## src/rtl/sdirc_defines.vh

```
/*
  constants of the serial video reclocker control block: register map,
  field positions, reset values, rate codes and timing figures.
  assumes it is included by bare name from files under rtl/.
*/
// Contract
// RULE1: undriven rate-select pins read as low
// RULE2: decode rate select: auto, 270, HD
// RULE3: auto detection accepts all rates, no harmonics
// RULE4: rate code 11 is test mode
// RULE5: lock high only with signal and lock
// RULE6: mute low mutes outputs; undriven reads high
// RULE7: mute overrides bypass and lock state
// RULE8: bypass high passes data unretimed; default low
// RULE9: auto bypass when unlocked or rate unsupported
// RULE10: unlocked, unmuted: pass data through bypass
// RULE11: locked, unmuted, no bypass: retimed data
// RULE12: unmuted with bypass: raw data always
// RULE13: rate class high for SD, low HD
// RULE14: rate class registered, low while unlocked
// RULE15: rate class valid one reference period later
// RULE16: lock drops within bound after input change
// RULE17: clock select picks aux clock or data copy
// RULE18: board supplies the reference clock
// RULE19: bypass mutes aux output in clock mode
// RULE20: muted output static, legs opposite
// RULE21: 177, 360, 540 Mbps never lock, bypass
`ifndef SDIRC_DEFINES_VH
`define SDIRC_DEFINES_VH

// register byte offsets
`define SDIRC_CTRL_OFS    8'h00
`define SDIRC_STAT_OFS    8'h04

// control register fields
`define SDIRC_CTRL_FMUTE  0
`define SDIRC_CTRL_FBYP   1
`define SDIRC_CTRL_ROVR   2
`define SDIRC_CTRL_RLO    4
`define SDIRC_CTRL_RHI    5
`define SDIRC_CTRL_RST    32'h0000_0000

// status register fields
`define SDIRC_STAT_LOCK   0
`define SDIRC_STAT_RCLS   1
`define SDIRC_STAT_BYP    2
`define SDIRC_STAT_MUTED  3
`define SDIRC_STAT_SIG    4
`define SDIRC_STAT_UNSUP  5
`define SDIRC_STAT_MLO    8
`define SDIRC_STAT_MHI    9

// rate select codes
`define SDIRC_RATE_AUTO   2'h0
`define SDIRC_RATE_SD     2'h1
`define SDIRC_RATE_HD     2'h2
`define SDIRC_RATE_TEST   2'h3

// measured input rate classes from the front end
`define SDIRC_MR_NONE     3'h0
`define SDIRC_MR_143      3'h1
`define SDIRC_MR_177      3'h2
`define SDIRC_MR_270      3'h3
`define SDIRC_MR_360      3'h4
`define SDIRC_MR_540      3'h5
`define SDIRC_MR_1483     3'h6
`define SDIRC_MR_1485     3'h7

// timing: clock rate and printed times
`define SDIRC_CLK_MHZ     20
`define SDIRC_CLK_NS      50
`define SDIRC_TACQ_US     1000
`define SDIRC_ACQ_CYC     (`SDIRC_TACQ_US * `SDIRC_CLK_MHZ)
`define SDIRC_T1_NS       37
`define SDIRC_T1_CYC      ((`SDIRC_T1_NS / `SDIRC_CLK_NS) < 1 ? 1 : \
                           (`SDIRC_T1_NS / `SDIRC_CLK_NS))
`define SDIRC_TLOSS_US    1000

`endif

```

## src/rtl/sdirc_top.v

```verilog
/*
  control and indicator logic of a serial video reclocker, with an apb
  register slave for software override and status.
  assumes mclk stands in for the reference clock and that all pins are
  synchronous to it; each control pin comes with a drive flag that is low
  while the pin is left open, so the internal pull can be modelled.
*/
`timescale 1ns/1ps
`include "sdirc_defines.vh"

module sdirc_top #(
  parameter ACQ_CYC = `SDIRC_ACQ_CYC,
  parameter AW      = 8
) (
  input  wire          mclk,
  input  wire          rstn,
  input  wire          psel,
  input  wire          penable,
  input  wire          pwrite,
  input  wire [AW-1:0] paddr,
  input  wire [31:0]   pwdata,
  output wire [31:0]   prdata,
  output wire          pready,
  output wire          pslverr,
  input  wire [1:0]    rateSelPin,
  input  wire [1:0]    rateSelDrv,
  input  wire          muteNPin,
  input  wire          muteNDrv,
  input  wire          bypassPin,
  input  wire          bypassDrv,
  input  wire          clkSelPin,
  input  wire          clkSelDrv,
  input  wire          serialIn,
  input  wire          sigDetect,
  input  wire [2:0]    measRate,
  output wire          lockIndicator,
  output wire          rateClassFlag,
  output wire          mainOutP,
  output wire          mainOutN,
  output wire          auxOutP,
  output wire          auxOutN
);

  // ****************************************************************
  // declarations
  // ****************************************************************

  reg  [31:0] ctrl_ff;
  reg  [31:0] nxt_ctrl;
  reg  [31:0] rdata_ff;
  reg  [31:0] nxt_rdata;
  reg         rdErr_ff;
  reg         nxt_rdErr;
  reg         retimed_ff;
  reg         auxClk_ff;
  reg         nxt_auxClk;
  reg         rateClass_ff;

  wire [1:0]  pinRate;
  wire        pinMuteN;
  wire        pinBypass;
  wire        pinClkSel;
  wire [1:0]  rateMode;
  wire        muteAct;
  wire        bypassAct;
  wire        locked;
  wire        sdRate;
  wire        unsup;
  wire        setupPh;
  wire        accessPh;
  wire        wrHit;

  // ****************************************************************
  // address decode
  // ****************************************************************

  // one place decides whether an offset is mapped, used for read and
  // write alike so the two can never disagree
  function addrHit;
    input [AW-1:0] a;
    begin
      addrHit = (a == `SDIRC_CTRL_OFS) || (a == `SDIRC_STAT_OFS);
    end
  endfunction

  // ****************************************************************
  // pin resolution
  // ****************************************************************

  // an open rate pin reads low through its pull-down
  assign pinRate   = rateSelPin & rateSelDrv;                // RULE1

  // an open mute pin reads high, so outputs run by default
  assign pinMuteN  = muteNDrv ? muteNPin : 1'b1;             // RULE6

  // open bypass and clock select pins read low
  assign pinBypass = bypassPin & bypassDrv;                  // RULE8
  assign pinClkSel = clkSelPin & clkSelDrv;                  // RULE17

  // ****************************************************************
  // mode selection
  // ****************************************************************

  // software may take over the rate code; the pins rule otherwise
  assign rateMode = ctrl_ff[`SDIRC_CTRL_ROVR] ?
                    ctrl_ff[`SDIRC_CTRL_RHI:`SDIRC_CTRL_RLO] :
                    pinRate;                                 // RULE2

  // mute comes from the pin or from the software force bit
  assign muteAct = !pinMuteN || ctrl_ff[`SDIRC_CTRL_FMUTE];  // RULE6

  // forced bypass from pin or software, automatic bypass otherwise;
  // an unsupported rate never reaches lock, so unlocked covers it
  assign bypassAct = pinBypass ||                            // RULE8
                     ctrl_ff[`SDIRC_CTRL_FBYP] ||
                     !locked;                                // RULE9

  // ****************************************************************
  // rate detection and lock
  // ****************************************************************

  // acquisition time is long; shorten ACQ_CYC for simulation
  sdirc_rate_det #(
    .ACQ_CYC (ACQ_CYC),
    .CNT_W   (16)
  ) uRateDet (
    .mclk      (mclk),
    .rstn      (rstn),
    .mode      (rateMode),
    .sigDetect (sigDetect),
    .measRate  (measRate),
    .locked    (locked),
    .sdRate    (sdRate),
    .unsup     (unsup)
  );

  // lock output comes straight from the detector's state flop
  assign lockIndicator = locked;                             // RULE5

  // ****************************************************************
  // retiming path
  // ****************************************************************

  // retiming is modelled as one flop on the reference clock; the raw
  // path skips it, which is what bypass means at this level
  always @(posedge mclk or negedge rstn) begin
    if (!rstn) begin
      retimed_ff <= 1'b0;
    end else begin
      retimed_ff <= serialIn;                                // RULE11
    end
  end

  // ****************************************************************
  // recovered clock for the aux output
  // ****************************************************************

  // the clock only runs while locked and selected; it parks low so a
  // later unmute starts from a known phase
  always @* begin
    nxt_auxClk = 1'b0;
    if (locked && pinClkSel) begin
      nxt_auxClk = ~auxClk_ff;                               // RULE17
    end
  end

  always @(posedge mclk or negedge rstn) begin
    if (!rstn) begin
      auxClk_ff <= 1'b0;
    end else begin
      auxClk_ff <= nxt_auxClk;
    end
  end

  // ****************************************************************
  // rate class flag
  // ****************************************************************

  // registered one edge after lock moves, forced to hd while unlocked;
  // that one edge is the whole settling time of the flag
  always @(posedge mclk or negedge rstn) begin
    if (!rstn) begin
      rateClass_ff <= 1'b0;
    end else if (!locked) begin
      rateClass_ff <= 1'b0;                                  // RULE14
    end else begin
      rateClass_ff <= sdRate;                                // RULE13 RULE15
    end
  end

  assign rateClassFlag = rateClass_ff;

  // ****************************************************************
  // output stage
  // ****************************************************************

  // mute priority, bypass routing and aux selection sit in the driver
  sdirc_out_drv uOutDrv (
    .mclk      (mclk),
    .rstn      (rstn),
    .muteAct   (muteAct),                                    // RULE7
    .bypassAct (bypassAct),                                  // RULE10 RULE12
    .clkMode   (pinClkSel),
    .rawData   (serialIn),
    .retimed   (retimed_ff),
    .clkBit    (auxClk_ff),
    .mainOutP  (mainOutP),
    .mainOutN  (mainOutN),
    .auxOutP   (auxOutP),
    .auxOutN   (auxOutN)
  );

  // ****************************************************************
  // apb slave
  // ****************************************************************

  // zero wait states: read data is fetched in the setup phase so that
  // prdata comes from a flop yet is ready in the access phase
  assign setupPh  = psel && !penable;
  assign accessPh = psel && penable;
  assign wrHit    = accessPh && pwrite &&
                    (paddr == `SDIRC_CTRL_OFS);

  // control register: only the documented bits are writable
  always @* begin
    nxt_ctrl = ctrl_ff;
    if (wrHit) begin
      nxt_ctrl = 32'h0000_0000;
      nxt_ctrl[`SDIRC_CTRL_FMUTE] = pwdata[`SDIRC_CTRL_FMUTE];
      nxt_ctrl[`SDIRC_CTRL_FBYP]  = pwdata[`SDIRC_CTRL_FBYP];
      nxt_ctrl[`SDIRC_CTRL_ROVR]  = pwdata[`SDIRC_CTRL_ROVR];
      nxt_ctrl[`SDIRC_CTRL_RHI:`SDIRC_CTRL_RLO] =
        pwdata[`SDIRC_CTRL_RHI:`SDIRC_CTRL_RLO];
    end
  end

  // read mux and error flag, captured in the setup phase
  always @* begin
    nxt_rdata = rdata_ff;
    nxt_rdErr = rdErr_ff;
    if (setupPh) begin
      nxt_rdata = 32'h0000_0000;
      nxt_rdErr = !addrHit(paddr);
      if (!pwrite && paddr == `SDIRC_CTRL_OFS) begin
        nxt_rdata = ctrl_ff;
      end else if (!pwrite && paddr == `SDIRC_STAT_OFS) begin
        nxt_rdata[`SDIRC_STAT_LOCK]  = locked;
        nxt_rdata[`SDIRC_STAT_RCLS]  = rateClass_ff;
        nxt_rdata[`SDIRC_STAT_BYP]   = bypassAct;
        nxt_rdata[`SDIRC_STAT_MUTED] = muteAct;
        nxt_rdata[`SDIRC_STAT_SIG]   = sigDetect;
        nxt_rdata[`SDIRC_STAT_UNSUP] = unsup;
        nxt_rdata[`SDIRC_STAT_MHI:`SDIRC_STAT_MLO] = rateMode;
      end
    end
  end

  always @(posedge mclk or negedge rstn) begin
    if (!rstn) begin
      ctrl_ff  <= `SDIRC_CTRL_RST;
      rdata_ff <= 32'h0000_0000;
      rdErr_ff <= 1'b0;
    end else begin
      ctrl_ff  <= nxt_ctrl;
      rdata_ff <= nxt_rdata;
      rdErr_ff <= nxt_rdErr;
    end
  end

  // unmapped offsets answer with an error and read as zero
  assign prdata  = rdata_ff;
  assign pready  = 1'b1;
  assign pslverr = accessPh && rdErr_ff;

endmodule

```

## src/rtl/sdirc_rate_det.v

```verilog
/*
  rate detection and lock tracking of the reclocker.
  assumes the front end reports signal presence and a measured rate class
  synchronous to mclk.
*/
`timescale 1ns/1ps
`include "sdirc_defines.vh"

module sdirc_rate_det #(
  parameter ACQ_CYC = `SDIRC_ACQ_CYC,
  parameter CNT_W   = 16
) (
  input  wire       mclk,
  input  wire       rstn,
  input  wire [1:0] mode,
  input  wire       sigDetect,
  input  wire [2:0] measRate,
  output wire       locked,
  output wire       sdRate,
  output wire       unsup
);

  localparam ST_IDLE = 3'h1;
  localparam ST_ACQ  = 3'h2;
  localparam ST_LOCK = 3'h4;
  // the counter keeps only CNT_W bits, so ACQ_CYC must fit in them
  localparam [31:0]      ACQ_M1   = ACQ_CYC - 1;
  localparam [CNT_W-1:0] ACQ_LAST = ACQ_M1[CNT_W-1:0];

  reg [2:0]       state_ff;
  reg [2:0]       nxt_state;
  reg [CNT_W-1:0] cnt_ff;
  reg [CNT_W-1:0] nxt_cnt;
  reg [2:0]       rate_ff;
  reg [2:0]       nxt_rate;

  // harmonics and odd rates map to unsupported classes
  function rateOk;
    input [1:0] m;
    input [2:0] r;
    begin
      case (m)
        `SDIRC_RATE_AUTO: rateOk = (r == `SDIRC_MR_143) ||  // RULE3
                                   (r == `SDIRC_MR_270) ||
                                   (r == `SDIRC_MR_1483) ||
                                   (r == `SDIRC_MR_1485);
        `SDIRC_RATE_SD:   rateOk = (r == `SDIRC_MR_270);     // RULE2
        `SDIRC_RATE_HD:   rateOk = (r == `SDIRC_MR_1483) ||
                                   (r == `SDIRC_MR_1485);
        default:          rateOk = 1'b0;                     // RULE4
      endcase
    end
  endfunction

  wire curOk = rateOk(mode, measRate);

  // a changed rate or lost signal drops lock at once, inside the bound
  always @* begin
    nxt_state = state_ff;
    nxt_cnt   = cnt_ff;
    nxt_rate  = rate_ff;
    case (state_ff)
      ST_IDLE: begin
        nxt_cnt = {CNT_W{1'b0}};
        if (sigDetect && curOk) begin                        // RULE21
          nxt_state = ST_ACQ;
          nxt_rate  = measRate;
        end
      end
      ST_ACQ: begin
        if (!sigDetect || !curOk || measRate != rate_ff) begin
          nxt_state = ST_IDLE;
        end else if (cnt_ff == ACQ_LAST) begin
          nxt_state = ST_LOCK;
        end else begin
          nxt_cnt = cnt_ff + {{(CNT_W-1){1'b0}}, 1'b1};
        end
      end
      ST_LOCK: begin
        if (!sigDetect || !curOk || measRate != rate_ff) begin
          nxt_state = ST_IDLE;                               // RULE16
        end
      end
      default: nxt_state = ST_IDLE;
    endcase
  end

  // state, counter and captured rate
  always @(posedge mclk or negedge rstn) begin
    if (!rstn) begin
      state_ff <= ST_IDLE;
      cnt_ff   <= {CNT_W{1'b0}};
      rate_ff  <= `SDIRC_MR_NONE;
    end else begin
      state_ff <= nxt_state;
      cnt_ff   <= nxt_cnt;
      rate_ff  <= nxt_rate;
    end
  end

  assign locked = (state_ff == ST_LOCK);                     // RULE5
  assign sdRate = (rate_ff == `SDIRC_MR_143) ||              // RULE13
                  (rate_ff == `SDIRC_MR_270);
  assign unsup  = sigDetect && !curOk;

endmodule

```

## src/rtl/sdirc_out_drv.v

```verilog
/*
  differential output stage of the reclocker: mute, bypass and aux select.
  assumes all inputs are synchronous to mclk.
*/
`timescale 1ns/1ps

module sdirc_out_drv (
  input  wire mclk,
  input  wire rstn,
  input  wire muteAct,
  input  wire bypassAct,
  input  wire clkMode,
  input  wire rawData,
  input  wire retimed,
  input  wire clkBit,
  output reg  mainOutP,
  output reg  mainOutN,
  output reg  auxOutP,
  output reg  auxOutN
);

  wire mainBit = bypassAct ? rawData : retimed;              // RULE10 RULE11
  wire auxMute = muteAct || (clkMode && bypassAct);          // RULE19
  wire auxBit  = clkMode ? clkBit : mainBit;                 // RULE17

  // muted legs sit static and opposite, never toggling
  always @(posedge mclk or negedge rstn) begin
    if (!rstn) begin
      mainOutP <= 1'b0;
      mainOutN <= 1'b1;
      auxOutP  <= 1'b0;
      auxOutN  <= 1'b1;
    end else begin
      if (muteAct) begin                                     // RULE7
        mainOutP <= 1'b0;                                    // RULE20
        mainOutN <= 1'b1;
      end else begin
        mainOutP <= mainBit;                                 // RULE12
        mainOutN <= ~mainBit;
      end
      if (auxMute) begin
        auxOutP <= 1'b0;                                     // RULE20
        auxOutN <= 1'b1;
      end else begin
        auxOutP <= auxBit;
        auxOutN <= ~auxBit;
      end
    end
  end

endmodule

```

## config.mk

```make
export PLATFORM = sky130hd
export DESIGN_NAME = sdirc_top
export DESIGN_NICKNAME = d
export VERILOG_FILES = /design/src/rtl/sdirc_top.v /design/src/rtl/sdirc_rate_det.v /design/src/rtl/sdirc_out_drv.v
export VERILOG_INCLUDE_DIRS = /design/src /design/src/rtl
export SDC_FILE = /design/constraint.sdc
export NUM_CORES = 1
export LEC_CHECK = 0
export BUFFER_PORTS_ARGS = -buffer_cell sky130_fd_sc_hd__buf_2
export CAP_MARGIN = 20
export CELL_PAD_IN_SITES_DETAIL_PLACEMENT = 1
export CELL_PAD_IN_SITES_GLOBAL_PLACEMENT = 2
export CORE_MARGIN = 4
export CORE_UTILIZATION = 28
export DETAILED_ROUTE_END_ITERATION = 6
export GPL_TIMING_DRIVEN = 0
export PLACE_DENSITY = 0.8
export SLEW_MARGIN = 20
export SYNTH_ARGS = -nofsm -noshare
export SYNTH_HDL_FRONTEND = slang
export SYNTH_SLANG_ARGS = --single-unit
```

## constraint.sdc

```tcl
create_clock -name mclk -period 2.3 [get_ports mclk]
set_input_delay 0.46 -clock mclk [delete_from_list [all_inputs] [get_ports mclk]]
set_output_delay 0.46 -clock mclk [all_outputs]
set_load 0.005 [all_outputs]
```

==> results.json <==
{
  "synth_top_area_cell": "dfrtp_1",
  "clk_path_buf_depth": 2,
  "slowest_stage": "dfrtp_1",
  "viasPerCell": 4.64,
  "synth_common_cells": "dfrtp_1 (40), buf_4 (25), nand2_1 (20)",
  "start_util_pct": 29.0,
  "start_kind": "flip-flop",
  "crit_buf_inv": 1,
  "cpPeakStageDelay_ns": 0.41,
  "final_nets": 383,
  "synth-seq-area-share_pct": 45.2,
  "worstSetupPathDepth": 8,
  "slew_headroom_pct": 42.9,
  "finalCritPeriodShare_pct": 94.2,
  "crit_path_max_fanout": 8,
  "areaGrowthSynthToFinish_pct": 25.5,
  "syn-mean-instance-area_sq_um": 9.92,
  "cts_buffers": 5,
  "synth_edf_count": 0,
  "pre_cts_slack_ns": -0.0613,
  "synth_most_common_cell": "dfrtp_1",
  "status": "finished, final reports clean",
  "power_leakage_uw": 0.00139,
  "yosysWarnings": 0,
  "layout-drive-gt1-share_pct": 33.4,
  "worst_clock_skew_ns": 0.00666,
  "detail-route-antenna-nets": 0,
  "wire_per_inst_microns": 13.8,
  "dieArea_sq_mm": 0.0101,
  "multi_input_area_sq_mm": 0.00120,
  "drc": 0,
  "diodes": 0,
  "place.gp.congestion": 0.813,
  "synth_top_area_share_pct": 41.9,
  "synth-seq-cells": 43,
  "tightest_slew_ns": 0.855,
  "cts_tree": "done",
  "setup_viol_count_final": 0,
  "std_cell_rows": 33,
  "slew_viol_final": 0,
  "hpwl_microns": 4510,
  "crit_family": "simple AND/OR/NAND/NOR gates",
  "fin_crit_ns": 2.17,
  "synth_flop_cell": "dfrtp_1",
  "syn-cell-area_sq_mm": 0.00239,
  "dr.pass1.iters": 4,
  "grt_pass1_wl_microns": 9540,
  "syn_inst": 241,
  "crit_chain": "ha_1 -> and4_2 -> nand4_1 -> nand3_4 -> nand2b_4 -> clkbuf_4 -> o21ai_0 -> a21oi_1",
  "io_pins": 100,
  "cp_data_required_time_ns": 2.52,
  "synth_area_leaders": "dfrtp_1 (42%), buf_4 (7.8%), mux2_2 (4.2%)",
  "h-tree-depth": 2,
  "async_flop_share_pct": 100,
  "seqCellArea_sq_mm": 0.00108,
  "total_power_uw": 1520,
  "cp-end-kind": "flip-flop",
  "critical_path_class": "flip-flop to flip-flop",
  "grt_usage_pct": 11.8,
  "max_freq_ghz": 0.462,
  "dp_cells": 416,
  "reg2regPathDepth": 8,
  "grt_pass1_vias": 2003,
  "cts_root_buf": "clkbuf_8",
  "hold_viol_final": 0,
  "drt_iter0_drc": 56,
  "worstPathArrival_ns": 2.39,
  "yosysUniqueCellTypes": 50,
  "overflow": 0,
  "clk_latency_ns": 0.30,
  "powerDensity_mw_per_mm2": 507,
  "antenna_found_initial": 0,
  "die_h_microns": 100,
  "core_sq_mm": 0.00826,
  "cts_sinks": 43,
  "grt_max_degree": 44,
  "drt-total-wl_microns": 5900,
  "fillers": 991,
  "setup_ws_ns": 0.134,
  "instances_no_fill": 428,
  "die_w_microns": 100,
  "irDropWorstVdd_mv": 0.231,
  "hold_path.class": "primary input to asynchronous set/reset pin",
  "path_clk_slew_ns": 0.09,
  "place.port_buffers": 47,
  "drv_cap": 0,
  "via_count": 1984
}
-- kinds of logic (layout without fill, tap and decap cells) --
logic type               Yosys count  after routing  share of synthesized area (%)
AND/OR/NAND/NOR                   96             96                           23.8
AO/OA/AOI/OAI                     44             44                           12.1
multiplexers                      12             12                           5.49
flip-flops                        43             43                           45.2
adder cells (fa/ha/maj)            1              1                          0.523
other                              2             25                          0.314
XOR/XNOR                           9              9                           3.30
buffers and inverters             34             93                           9.31
-- metal layers --
metal  GRT usage (%)  vias to the layer above  share of wire [%]
met5               0                        -                  0
li1                -                      973                  -
met4            3.83                        0                1.1
met1            15.4                      972                 46
met2            19.5                       35                 49
met3            2.57                        4                3.6
-- cell type report --
cell class	instances	area share [%]
well taps	105	4.38
clock buffers	5	2.29
clock inverters	3	0.792
plain buffers	28	6.63
inverters	4	0.500
flip-flops and latches	43	36.0
multi-input cells	187	39.9
repair buffers	53	9.42
-- stage by stage --
stage / cell area [sq um] / hold slack, ns / util, % / setup TNS, ns
after floorplan: 2480 / 0.164 / - / 0
after global placement: 2840 / 0.419 / 34.4 / -0.0186
after detailed placement: 2840 / 0.431 / 34.4 / -0.0753
after CTS: 2950 / 0.267 / 35.7 / 0
after global routing: 3000 / 0.185 / 36.3 / -0.0803
final: 3000 / 0.131 / 36.3 / 0
-- state kept, by name, summed over array words and instances (netlist names) --
| signal | cells |
|---|---|
| uRateDet.cnt_ff | 16 |
| prdata | 8 |
| ctrl_ff | 5 |
| uRateDet.rate_ff | 3 |
| uRateDet.state_ff | 3 |
| auxClk_ff | 1 |
| rateClassFlag | 1 |
| rdErr_ff | 1 |
| retimed_ff | 1 |
| uOutDrv.auxOutN | 1 |
| uOutDrv.auxOutP | 1 |
| uOutDrv.mainOutN | 1 |
| uOutDrv.mainOutP | 1 |
-- power breakdown --
| group | internal (uW) | switching [uW] |
|---|---|---|
| Clock | 217 | 284 |
| Sequential | 784 | 19.5 |
| Combinational | 98.4 | 117 |
| Total | 1100 | 421 |
-- cells in the final DEF (no fill, tap or decap), types with 4 or more instances in the layout --
| cell type | count |
|---|---|
| a21oi_1 | 12 |
| a22oi_1 | 4 |
| and3_1 | 5 |
| buf_2 | 46 |
| buf_4 | 31 |
| clkbuf_8 | 5 |
| conb_1 | 25 |
| dfrtp_1 | 39 |
| inv_1 | 4 |
| mux2_2 | 9 |
| nand2_1 | 20 |
| nand2b_1 | 6 |
| nand3_1 | 9 |
| nand4_1 | 6 |
| nor2_1 | 12 |
| nor3_1 | 7 |
| o21ai_0 | 11 |
| or3_1 | 7 |
| xnor2_1 | 6 |
-- worst reg2reg max path, cell delays in order (launching register included) --
cell,delay (ns)
dfrtp_1,0.41
ha_1,0.20
and4_2,0.31
nand4_1,0.29
nand3_4,0.23
nand2b_4,0.21
clkbuf_4,0.21
o21ai_0,0.10
a21oi_1,0.12
-- worst paths after layout --
check	startpoint	to	slack [ns]
max	uRateDet.cnt_ff[1]$_DFFE_PN0P_	uRateDet.cnt_ff[11]$_DFFE_PN0P_	0.13
min	rstn	uRateDet.cnt_ff[3]$_DFFE_PN0P_	0.13
max reg2reg	uRateDet.cnt_ff[1]$_DFFE_PN0P_	uRateDet.cnt_ff[11]$_DFFE_PN0P_	0.13
min reg2reg	auxClk_ff$_DFF_PN0_	auxClk_ff$_DFF_PN0_	0.44
max in group asynchronous	rstn	uRateDet.state_ff[1]$_DFFE_PN0P_	1.74
min in group mclk	serialIn	retimed_ff$_DFF_PN0_	0.28
-- repair_timing --
action                                  in CTS  in global routing
endpoints found under the hold margin        0                  0
buffers inserted                             1                  5
hold buffers                                 0                  0
endpoints found under the setup margin       8                  6
resized for setup                            1                  7
pin swaps                                    1                  2
(Power assumes the default switching activity.)
